===== src/accel_cfg_pkg.sv =====
// Package: register offsets, field positions, reset values and timing for the config slice
package accel_cfg_pkg;
    localparam logic [7:0] ADDR_CHIP_IDENTITY = 8'h18;
    localparam logic [7:0] ADDR_SOFT_RESET    = 8'h1c;
    localparam logic [7:0] ADDR_RANGE_FILTER  = 8'h20;
    localparam logic [7:0] ADDR_X_OFF_LOW     = 8'h21;
    localparam logic [7:0] ADDR_X_OFF_HIGH    = 8'h22;
    localparam logic [7:0] ADDR_Y_OFF_LOW     = 8'h23;
    localparam logic [7:0] ADDR_Y_OFF_HIGH    = 8'h24;
    localparam logic [7:0] ADDR_Z_OFF_LOW     = 8'h25;
    localparam logic [7:0] ADDR_Z_OFF_HIGH    = 8'h26;
    localparam int         FORCE_RESET_BIT    = 6;
    localparam int         SMOOTH_EN_BIT      = 3;
    localparam int         SCALE_MSB_BIT      = 7;
    localparam logic [7:0] RANGE_FILTER_RST   = 8'h00;
    localparam logic [7:0] SOFT_RESET_RST     = 8'h00;
    localparam logic [7:0] BYTE_ZERO          = 8'h00;
    localparam logic [2:0] RANGE_2G           = 3'h0;
    localparam logic [2:0] RANGE_4G           = 3'h1;
    localparam logic [2:0] RANGE_8G           = 3'h2;
    localparam logic [2:0] RANGE_16G          = 3'h3;
    localparam logic [2:0] RANGE_12G          = 3'h4;
    localparam logic [2:0] CUTOFF_DIV_4P255   = 3'h1;
    localparam logic [2:0] CUTOFF_DIV_6       = 3'h2;
    localparam logic [2:0] CUTOFF_DIV_12      = 3'h3;
    localparam logic [2:0] CUTOFF_DIV_16      = 3'h5;
    localparam int         RELOAD_CYCLES      = 2;
    localparam logic [1:0] RELOAD_LAST        = 2'(RELOAD_CYCLES - 1);
endpackage : accel_cfg_pkg


===== src/accel_config_calib_regs.sv =====
// Configuration and calibration register slice of a three-axis accelerometer
// How it works
// - Identity register is fixed and ignores writes
// - Writing one to bit 6 forces reset
// - Forced reset reloads calibration, clears others
// - Forced-reset bit clears itself after reset
// - Range field bits 6:4 selects full scale
// - Axis biases are sign-extended two's complement
// - Bit 3 switches smoothing filter in
// - Bits 2:0 choose the filter cutoff divisor
// - Per-axis signed bias added after filter
// - High byte bit 7 is scale bit 8
// - Calibration loaded from OTP, software may overwrite
module accel_config_calib_regs #(
    parameter logic [7:0] CHIP_IDENTITY_VALUE = 8'h5a  // Arbitrary identification value
) (
    input  wire logic        CLK,
    input  wire logic        SYS_RST,
    input  wire logic        REG_WR,
    input  wire logic        REG_RD,
    input  wire logic [7:0]  REG_ADDR,
    input  wire logic [7:0]  REG_WDATA,
    output logic      [7:0]  REG_RDATA,
    output logic             REG_RVALID,
    input  wire logic [47:0] OTP_CAL_DATA,
    input  wire logic        STANDBY_MODE,
    output logic             FORCED_RESET_PULSE,
    output logic      [2:0]  FULL_SCALE_SEL,
    output logic             SMOOTHING_ENABLE,
    output logic      [2:0]  CUTOFF_SELECT,
    output logic             CUTOFF_RESERVED,
    output logic      [14:0] X_AXIS_BIAS,
    output logic      [14:0] Y_AXIS_BIAS,
    output logic      [14:0] Z_AXIS_BIAS,
    output logic             X_AXIS_SCALE_MSB,
    output logic             Y_AXIS_SCALE_MSB,
    output logic             Z_AXIS_SCALE_MSB,
    input  wire logic [15:0] X_FILTERED,
    input  wire logic [15:0] Y_FILTERED,
    input  wire logic [15:0] Z_FILTERED,
    output logic      [15:0] X_RESULT,
    output logic      [15:0] Y_RESULT,
    output logic      [15:0] Z_RESULT
);
    // Load sequencer states: power-up load, normal running, forced reload
    typedef enum logic [1:0] {ST_LOAD, ST_RUN, ST_RELOAD} seq_e;

    // Sequencer state and load cycle counter
    seq_e        state_ff, nxt_state;
    logic [1:0]  cnt_ff, nxt_cnt;

    // Host-visible control and calibration bytes
    logic [7:0]  range_ff, nxt_range;
    logic [7:0]  rst_ctl_ff, nxt_rst_ctl;
    logic [7:0]  cal_ff [6], nxt_cal [6];   // X low, X high, Y low, Y high, Z low, Z high
    logic [7:0]  rdata_ff, nxt_rdata;
    logic        rvalid_ff, nxt_rvalid;
    logic        pulse_ff, nxt_pulse;
    logic        rsv_ff, nxt_rsv;

    // Per-axis datapath values
    logic [15:0] res_ff [3], nxt_res [3];
    logic [15:0] filt [3];
    logic [14:0] bias [3];

    // Filter outputs gathered per axis for the generate loop
    assign filt[0] = X_FILTERED;
    assign filt[1] = Y_FILTERED;
    assign filt[2] = Z_FILTERED;

    // Register write, reload sequencing and readback
    always_comb begin
        nxt_state   = state_ff;
        nxt_cnt     = cnt_ff;
        nxt_range   = range_ff;
        nxt_rst_ctl = rst_ctl_ff;
        nxt_cal     = cal_ff;
        nxt_rdata   = rdata_ff;
        nxt_rvalid  = REG_RD;
        nxt_pulse   = 1'b0;

        // Load from stored calibration, or decode host writes
        case (state_ff)
            ST_LOAD, ST_RELOAD: begin
                // Stored calibration is copied every load cycle
                for (int i = 0; i < 6; i++) begin
                    nxt_cal[i] = OTP_CAL_DATA[i*8 +: 8];
                end
                nxt_range = accel_cfg_pkg::RANGE_FILTER_RST;
                nxt_cnt   = cnt_ff + 2'h1;
                // Last load cycle: run, and clear the forced-reset request
                if (cnt_ff == accel_cfg_pkg::RELOAD_LAST) begin
                    nxt_state   = ST_RUN;
                    nxt_cnt     = 2'h0;
                    nxt_rst_ctl = accel_cfg_pkg::SOFT_RESET_RST;
                end
            end
            ST_RUN: begin
                // Host writes, taken only while running
                if (REG_WR) begin
                    case (REG_ADDR)
                        accel_cfg_pkg::ADDR_SOFT_RESET: begin
                            nxt_rst_ctl = REG_WDATA;
                            if (REG_WDATA[accel_cfg_pkg::FORCE_RESET_BIT]) begin
                                nxt_state = ST_RELOAD; // Enter reload sequence
                                nxt_pulse = 1'b1;
                            end
                        end
                        accel_cfg_pkg::ADDR_RANGE_FILTER: nxt_range = REG_WDATA;
                        accel_cfg_pkg::ADDR_X_OFF_LOW:  nxt_cal[0] = REG_WDATA;
                        accel_cfg_pkg::ADDR_X_OFF_HIGH: nxt_cal[1] = REG_WDATA;
                        accel_cfg_pkg::ADDR_Y_OFF_LOW:  nxt_cal[2] = REG_WDATA;
                        accel_cfg_pkg::ADDR_Y_OFF_HIGH: nxt_cal[3] = REG_WDATA;
                        accel_cfg_pkg::ADDR_Z_OFF_LOW:  nxt_cal[4] = REG_WDATA;
                        accel_cfg_pkg::ADDR_Z_OFF_HIGH: nxt_cal[5] = REG_WDATA;
                        default: ; // Identity and unmapped writes ignored
                    endcase
                end
            end
            default: nxt_state = ST_LOAD;
        endcase

        // Readback of the addressed register, taken before this edge's write
        if (REG_RD) begin
            case (REG_ADDR)
                accel_cfg_pkg::ADDR_CHIP_IDENTITY: nxt_rdata = CHIP_IDENTITY_VALUE;
                accel_cfg_pkg::ADDR_SOFT_RESET:    nxt_rdata = rst_ctl_ff;
                accel_cfg_pkg::ADDR_RANGE_FILTER:  nxt_rdata = range_ff;
                accel_cfg_pkg::ADDR_X_OFF_LOW:     nxt_rdata = cal_ff[0];
                accel_cfg_pkg::ADDR_X_OFF_HIGH:    nxt_rdata = cal_ff[1];
                accel_cfg_pkg::ADDR_Y_OFF_LOW:     nxt_rdata = cal_ff[2];
                accel_cfg_pkg::ADDR_Y_OFF_HIGH:    nxt_rdata = cal_ff[3];
                accel_cfg_pkg::ADDR_Z_OFF_LOW:     nxt_rdata = cal_ff[4];
                accel_cfg_pkg::ADDR_Z_OFF_HIGH:    nxt_rdata = cal_ff[5];
                default:                           nxt_rdata = accel_cfg_pkg::BYTE_ZERO;
            endcase
        end

        // Flag cutoff codes that select no bandwidth setting
        case (nxt_range[2:0])
            accel_cfg_pkg::CUTOFF_DIV_4P255,
            accel_cfg_pkg::CUTOFF_DIV_6,
            accel_cfg_pkg::CUTOFF_DIV_12,
            accel_cfg_pkg::CUTOFF_DIV_16: nxt_rsv = 1'b0;
            default:                      nxt_rsv = 1'b1;
        endcase
    end

    // Control and calibration registers
    always_ff @(posedge CLK or posedge SYS_RST) begin
        if (SYS_RST) begin
            state_ff   <= ST_LOAD;
            cnt_ff     <= 2'h0;
            range_ff   <= accel_cfg_pkg::RANGE_FILTER_RST;
            rst_ctl_ff <= accel_cfg_pkg::SOFT_RESET_RST;
            // Calibration bytes read zero until the first load
            for (int i = 0; i < 6; i++) begin
                cal_ff[i] <= accel_cfg_pkg::BYTE_ZERO;
            end
            rdata_ff   <= accel_cfg_pkg::BYTE_ZERO;
            rvalid_ff  <= 1'b0;
            pulse_ff   <= 1'b0;
            rsv_ff     <= 1'b1; // Cutoff code 000 is reserved
        end else begin
            state_ff   <= nxt_state;
            cnt_ff     <= nxt_cnt;
            range_ff   <= nxt_range;
            rst_ctl_ff <= nxt_rst_ctl;
            cal_ff     <= nxt_cal;
            rdata_ff   <= nxt_rdata;
            rvalid_ff  <= nxt_rvalid;
            pulse_ff   <= nxt_pulse;
            rsv_ff     <= nxt_rsv;
        end
    end

    // Per-axis bias assembly and bias addition
    for (genvar a = 0; a < 3; a++) begin : g_axis
        // High byte bit 7 carries the scale MSB, so it is left out
        assign bias[a] = {cal_ff[2*a+1][6:0], cal_ff[2*a]};
        // Sign-extended bias is added so negative offsets wrap correctly
        always_comb begin
            nxt_res[a] = filt[a] + {bias[a][14], bias[a]};
        end
        // Result register, one cycle after the filter sample
        always_ff @(posedge CLK or posedge SYS_RST) begin
            if (SYS_RST) begin
                res_ff[a] <= 16'h0000;
            end else begin
                res_ff[a] <= nxt_res[a];
            end
        end
    end

    // Output assignments
    assign REG_RDATA          = rdata_ff;
    assign REG_RVALID         = rvalid_ff;
    assign FORCED_RESET_PULSE = pulse_ff;

    // Range and filter fields
    assign FULL_SCALE_SEL     = range_ff[6:4];
    assign SMOOTHING_ENABLE   = range_ff[accel_cfg_pkg::SMOOTH_EN_BIT];
    assign CUTOFF_SELECT      = range_ff[2:0];
    assign CUTOFF_RESERVED    = rsv_ff;

    // Calibration fields
    assign X_AXIS_BIAS        = bias[0];
    assign Y_AXIS_BIAS        = bias[1];
    assign Z_AXIS_BIAS        = bias[2];
    assign X_AXIS_SCALE_MSB   = cal_ff[1][accel_cfg_pkg::SCALE_MSB_BIT];
    assign Y_AXIS_SCALE_MSB   = cal_ff[3][accel_cfg_pkg::SCALE_MSB_BIT];
    assign Z_AXIS_SCALE_MSB   = cal_ff[5][accel_cfg_pkg::SCALE_MSB_BIT];

    // Biased axis results
    assign X_RESULT           = res_ff[0];
    assign Y_RESULT           = res_ff[1];
    assign Z_RESULT           = res_ff[2];
endmodule : accel_config_calib_regs


===== config.mk =====
export PLATFORM = sky130hd
export DESIGN_NAME = accel_config_calib_regs
export DESIGN_NICKNAME = d
export VERILOG_FILES = /design/src/accel_cfg_pkg.sv /design/src/accel_config_calib_regs.sv
export SDC_FILE = /design/constraint.sdc
export NUM_CORES = 1
export LEC_CHECK = 0
export BUFFER_PORTS_ARGS = -buffer_cell sky130_fd_sc_hd__buf_2
export CAP_MARGIN = 30
export CORE_UTILIZATION = 35
export CTS_CLUSTER_DIAMETER = 80
export CTS_CLUSTER_SIZE = 12
export DETAILED_ROUTE_END_ITERATION = 8
export PLACE_DENSITY = 0.59
export SKIP_CTS_REPAIR_TIMING = 1
export SYNTH_ARGS = -nofsm -noshare
export SYNTH_HDL_FRONTEND = slang
export SYNTH_SLANG_ARGS = --single-unit

===== constraint.sdc =====
create_clock -name CLK -period 6.7 [get_ports CLK]
set_clock_uncertainty 0.15 [all_clocks]
set_input_delay 0.67 -clock CLK [delete_from_list [all_inputs] [get_ports CLK]]
set_output_delay 0.67 -clock CLK [all_outputs]
set_load 0.02 [all_outputs]

=== Word level (Yosys, flattened, before mapping) ===
Index checks and enable logic that the tools add are counted.
Widths: inputs -> output; s select.

* Input bits: 117
* Logic and storage cells: 89
* Output and inout bits: 114
* Bits in registers: 127

* Reduce and logical (&&, ||, !) cells: 13
* Equal/unequal tests: 27
* Add/sub/neg operators: 4
* Mux-type cells: 27

{| class="wikitable"
|+ Operators by type and width
! operator !! number
|-
| $pmux 48 s2 || 1
|-
| $mux 8 || 11
|-
| $pmux 8 s9 || 1
|-
| $eq 8x6->1 const B || 7
|-
| $add 16x16->16 || 3
|-
| $mux 48 || 1
|-
| $pmux 8 s2 || 2
|-
| $ne 2x2->1 const B || 11
|-
| $reduce_and 3->1 || 7
|-
| $eq 8x5->1 const B || 2
|-
| $mux 2 || 5
|-
| $reduce_and 4->1 || 2
|-
| $eq 3x2->1 const B || 2
|-
| $mux 1 || 5
|-
| $eq 2x1->1 const B || 2
|-
| $pmux 2 s2 || 1
|-
| $reduce_or 4->1 || 1
|-
| $eq 3x1->1 const B || 1
|-
| $eq 3x3->1 const B || 1
|-
| $add 2x1->2 const B || 1
|-
| $eq 2x2->1 const B || 1
|-
| $logic_not 2->1 || 1
|-
| $reduce_bool 2->1 || 1
|-
| $reduce_or 2->1 || 1
|}

=== Depth between registers and ports, before layout ===
* Depth after elaboration: 7
* Mapped depth: 7
* Depth with buffers taken out: 7

=== Worst setup path after synthesis ===
OpenSTA, ideal clock, no wires.

* Path kind: input port to flip-flop
* Start: input Y_FILTERED[0]
* End: register res_ff (netlist bit Y_RESULT[14])
* Stages: 7
* Data required time: 6471 ps
* Arrival: 2391 ps
* Path buffers: 0
* Setup slack: 4080 ps
* Cell sequence: ha_1 -> fa_1 -> a211o_1 -> a211oi_1 -> nor3_1 -> o21ai_0 -> mux2i_1

{| class="wikitable"
|+ RTL lines
! element !! line !! RTL
|-
| start, declared || accel_config_calib_regs.sv:39 || <nowiki>input wire logic [15:0] Y_FILTERED,</nowiki>
|-
| end signal, assigned by index || accel_config_calib_regs.sv:190 || <nowiki>res_ff[a] <= nxt_res[a];</nowiki>
|-
| end, declared || accel_config_calib_regs.sv:62 || <nowiki>logic [15:0] res_ff [3], nxt_res [3];</nowiki>
|}

==> impl_metrics.prom <==
# TYPE chip_impl_metric gauge
chip_impl_metric{name="remaining_drc_errors",unit=""} 0
chip_impl_metric{name="top_level_i_o_count",unit=""} 231
chip_impl_metric{name="ys_seq_elements",unit=""} 127
chip_impl_metric{name="asyncSetResetFlopFracSynth",unit="%"} 100.0
chip_impl_metric{name="path_buf_inv",unit=""} 0
chip_impl_metric{name="post_route_cells_drive_above_1_share",unit="%"} 28.51
chip_impl_info{name="min-delay-path-class",value="in2async"} 1
chip_impl_metric{name="tightestPinTransition",unit="ns"} 0.8315
chip_impl_info{name="timing.critical_path.cells",value="ha_1 -> fa_1 -> a211o_1 -> a211oi_1 -> nor3_1 -> o21ai_0 -> mux2i_1"} 1
chip_impl_metric{name="layout.nets",unit=""} 1148
chip_impl_info{name="rsz0062_at_grt",value="false"} 1
chip_impl_metric{name="sum_of_internal_switching_and_leakage_power",unit="mW"} 4.593
chip_impl_metric{name="synth-adder-area-share",unit="%"} 8.449
chip_impl_metric{name="synth_simple_gate_area_share",unit="%"} 11.98
chip_impl_metric{name="finalSetupViolations",unit=""} 0
chip_impl_metric{name="synth.lib_cells_used.distinct",unit=""} 61
chip_impl_info{name="tritoncts_clock_tree",value="built"} 1
chip_impl_metric{name="finalWeightedCongestion",unit=""} 0.8867
chip_impl_info{name="setup.worst_path.start_class",value="flip-flop"} 1
chip_impl_metric{name="port_buffers",unit=""} 229
chip_impl_metric{name="yosys.area_share.xor_xnor",unit="%"} 4.751
chip_impl_metric{name="synthCells",unit=""} 773
chip_impl_metric{name="die_width",unit="um"} 147.2
chip_impl_metric{name="synth_sequential_area_ratio",unit="%"} 43.11
chip_impl_metric{name="maximum_number_of_pins_on_one_net_before_global_route_repair",unit=""} 71
chip_impl_metric{name="timing.hold.ws",unit="ns"} 0.1933
chip_impl_info{name="layout.cells.most_common",value="sky130_fd_sc_hd__buf_2"} 1
chip_impl_metric{name="multi_input_area",unit="mm^2"} 0.003905
chip_impl_metric{name="place_area",unit="mm^2"} 0.008713
chip_impl_metric{name="final_area",unit="mm^2"} 0.009348
chip_impl_metric{name="worst_skew_pair.late_latency",unit="ns"} 0.42
chip_impl_metric{name="final.period_utilization",unit="%"} 42.00
chip_impl_info{name="critical-path-slowest-cell",value="sky130_fd_sc_hd__dfrtp_1"} 1
chip_impl_metric{name="postSynthNetCount",unit=""} 938
chip_impl_metric{name="rows",unit=""} 52
chip_impl_metric{name="cts_made_buffers",unit=""} 17
chip_impl_info{name="worstSetupPathType",value="reg2reg"} 1
chip_impl_metric{name="dp_slack",unit="ns"} 3.638
chip_impl_metric{name="fmax",unit="MHz"} 355.4
chip_impl_metric{name="initial_utilization",unit="%"} 36.10
chip_impl_info{name="cts-root-buf",value="sky130_fd_sc_hd__clkbuf_16"} 1
chip_impl_metric{name="drt_first_pass_iters",unit=""} 5
chip_impl_metric{name="synth_enable_flop_cells",unit=""} 0
chip_impl_metric{name="dr.first_iter.drc_count",unit=""} 331
chip_impl_metric{name="antenna_violations_before_repair",unit=""} 5
chip_impl_metric{name="tns",unit="ns"} 0
chip_impl_metric{name="drv_cap",unit=""} 0
chip_impl_metric{name="synth_area_per_cell",unit="um^2"} 9.540
chip_impl_metric{name="finalCriticalPeriod",unit="ns"} 2.814
chip_impl_metric{name="grt_first_pass_wirelength",unit="mm"} 36.35
chip_impl_metric{name="wire_length_reported_by_the_detailed_router",unit="mm"} 24.05
chip_impl_info{name="synth-main-ff-cell",value="sky130_fd_sc_hd__dfrtp_1"} 1
chip_impl_info{name="worst_path_dominant_cell_family",value="compound AO/OA/AOI/OAI gates"} 1
chip_impl_metric{name="max_stage_delay",unit="ns"} 0.44
chip_impl_metric{name="routedWlPerCell",unit="um"} 18.95
chip_impl_metric{name="clock_sink_count",unit=""} 127
chip_impl_metric{name="clock_tree.buffer_depth",unit=""} 2
chip_impl_metric{name="cp.required",unit="ns"} 6.90
chip_impl_metric{name="synth-compound-area-share",unit="%"} 21.77
chip_impl_metric{name="syn_to_final_growth",unit="%"} 26.76
chip_impl_metric{name="critPathMaxFanout",unit=""} 4
chip_impl_metric{name="power.density",unit="mW/mm^2"} 491.3
chip_impl_metric{name="slew_violations",unit=""} 0
chip_impl_metric{name="num-fill-cells",unit=""} 2009
chip_impl_metric{name="ir_drop",unit="mV"} 0.2123
chip_impl_metric{name="overall_die_area",unit="mm^2"} 0.02165
chip_impl_metric{name="slew_headroom",unit="%"} 44.57
chip_impl_metric{name="num_vias",unit=""} 6663
chip_impl_info{name="run_status",value="finished clean"} 1
chip_impl_metric{name="power.static_leakage",unit="nW"} 4.547
chip_impl_metric{name="timing_hold_violations_final",unit=""} 0
chip_impl_metric{name="globalRouteTotalUtil",unit="%"} 22.43
chip_impl_metric{name="synth_area",unit="mm^2"} 0.007375
chip_impl_info{name="timing.critical_path.to_type",value="flip-flop"} 1
chip_impl_metric{name="critical_path_arrival",unit="ns"} 3.01
chip_impl_metric{name="core_region_area",unit="mm^2"} 0.02043
chip_impl_metric{name="antenna_left",unit=""} 0
chip_impl_metric{name="overall_die_height",unit="um"} 147.2
chip_impl_metric{name="final.setup.worst_slack",unit="ns"} 3.886
chip_impl_info{name="synth_top_family_by_area",value="compound AO/OA/AOI/OAI gates"} 1
chip_impl_metric{name="vias_in_the_first_global_route",unit=""} 6338
chip_impl_metric{name="yosys-mux-area-fraction",unit="%"} 5.972
chip_impl_metric{name="synthesis.yosys.warnings",unit=""} 0
chip_impl_metric{name="vias_per_cell",unit=""} 5.251
chip_impl_info{name="commonest_cells_after_routing_fill_and_taps_aside",value="sky130_fd_sc_hd__buf_2, sky130_fd_sc_hd__dfrtp_1, sky130_fd_sc_hd__a21oi_1"} 1
chip_impl_metric{name="area.sequential",unit="mm^2"} 0.003179
chip_impl_metric{name="cts.reportedPaths.clkPinSlew",unit="ns"} 0.06
chip_impl_metric{name="dp.final_hpwl",unit="mm"} 18.06
chip_impl_metric{name="sum_of_overflow_across_all_layers_after_global_routing",unit=""} 0
chip_impl_metric{name="ctsHtreeMaxLevel",unit=""} 4
[synthesized netlist by cell type (12+ instances only)]
cell | n | share of area (%)
sky130_fd_sc_hd__dfrtp_1 | 126 | 43
sky130_fd_sc_hd__a21oi_1 | 120 | 8.1
sky130_fd_sc_hd__nand2_1 | 60 | 3.1
sky130_fd_sc_hd__nor2_1 | 55 | 2.8
sky130_fd_sc_hd__ha_1 | 45 | 7.6
sky130_fd_sc_hd__o21ai_0 | 33 | 2.2
sky130_fd_sc_hd__o21ai_1 | 30 | 2.0
sky130_fd_sc_hd__inv_1 | 27 | 1.4
sky130_fd_sc_hd__mux2i_1 | 26 | 3.5
sky130_fd_sc_hd__xnor2_1 | 25 | 3.0
sky130_fd_sc_hd__clkbuf_1 | 15 | 0.76
sky130_fd_sc_hd__o22ai_1 | 15 | 1.3
sky130_fd_sc_hd__xor2_1 | 15 | 1.8
sky130_fd_sc_hd__nand3_1 | 14 | 0.95
sky130_fd_sc_hd__a211oi_1 | 13 | 1.3
sky130_fd_sc_hd__and2_1 | 12 | 1.0
[area by class of cell]
cell class / count / share of cell area, %
Sequential cell: 127 / 34.01
Multi-Input combinational cell: 578 / 41.77
Timing Repair Buffer: 231 / 12.64
Tap cell: 270 / 3.614
Antenna cell: 3 / 0.08031
Clock inverter: 10 / 1.419
Clock buffer: 22 / 5.287
Inverter: 28 / 1.178
[final timing paths]
| kind | startpoint | end | slack, ns | cells past startpoint |
|---|---|---|---|---|
| max in group asynchronous | SYS_RST | X_AXIS_BIAS[11] | 4.93 | 3 |
| min in group CLK | Y_FILTERED[0] | Y_RESULT[0] | 0.31 | 2 |
| setup reg to reg | Y_AXIS_BIAS[0] | Y_RESULT[14] | 3.89 | 7 |
| hold reg to reg | cnt_ff[0] | cnt_ff[1] | 0.34 | 1 |
| setup / recovery | Y_AXIS_BIAS[0] | Y_RESULT[14] | 3.89 | 7 |
| hold / removal | SYS_RST | Y_RESULT[0] | 0.19 | 2 |
[sequential cells by signal, summed over array words and instances, names as in the netlist, 2 cells and up]
register and count:
REG_RDATA 8, X_AXIS_BIAS 15, X_RESULT 16, Y_AXIS_BIAS 15, Y_RESULT 16, Z_AXIS_BIAS 15, Z_RESULT 16, cnt_ff 2
range_ff 8, rst_ctl_ff 8, state_ff 2
[per-layer routing]
metal | vias to the layer above | GRT usage [%] | wire length (um)
met5 | - | 0 | 26
met4 | 4 | 7.371 | 415
met3 | 34 | 5.435 | 1509
met2 | 231 | 36.56 | 11380
met1 | 3173 | 29.13 | 10710
li1 | 3221 | - | -
[metrics by stage]
step / utilization (%) / instances
after floorplan: - / 773
after global placement: 42.52 / 1233
after detailed placement: 42.65 / 1234
after CTS: 45.72 / 1266
after global routing: 45.73 / 1267
final: 45.76 / 1269
[cell families (layout without fill, tap and decap cells)]
family / count (synthesis) / count (layout)
xor+xnor: 40 / 40
buf+inv: 68 / 291
compound gates: 271 / 271
simple gates: 185 / 185
flops: 127 / 127
fa+ha+maj: 48 / 48
mux: 34 / 34
other cells: 0 / 3
[report_power, final]
part           switching [mW]  internal, mW
logic                    1.32         0.874
registers               0.304          1.11
clock network           0.358         0.632
Note: power is estimated with default switching activity, not from simulation.
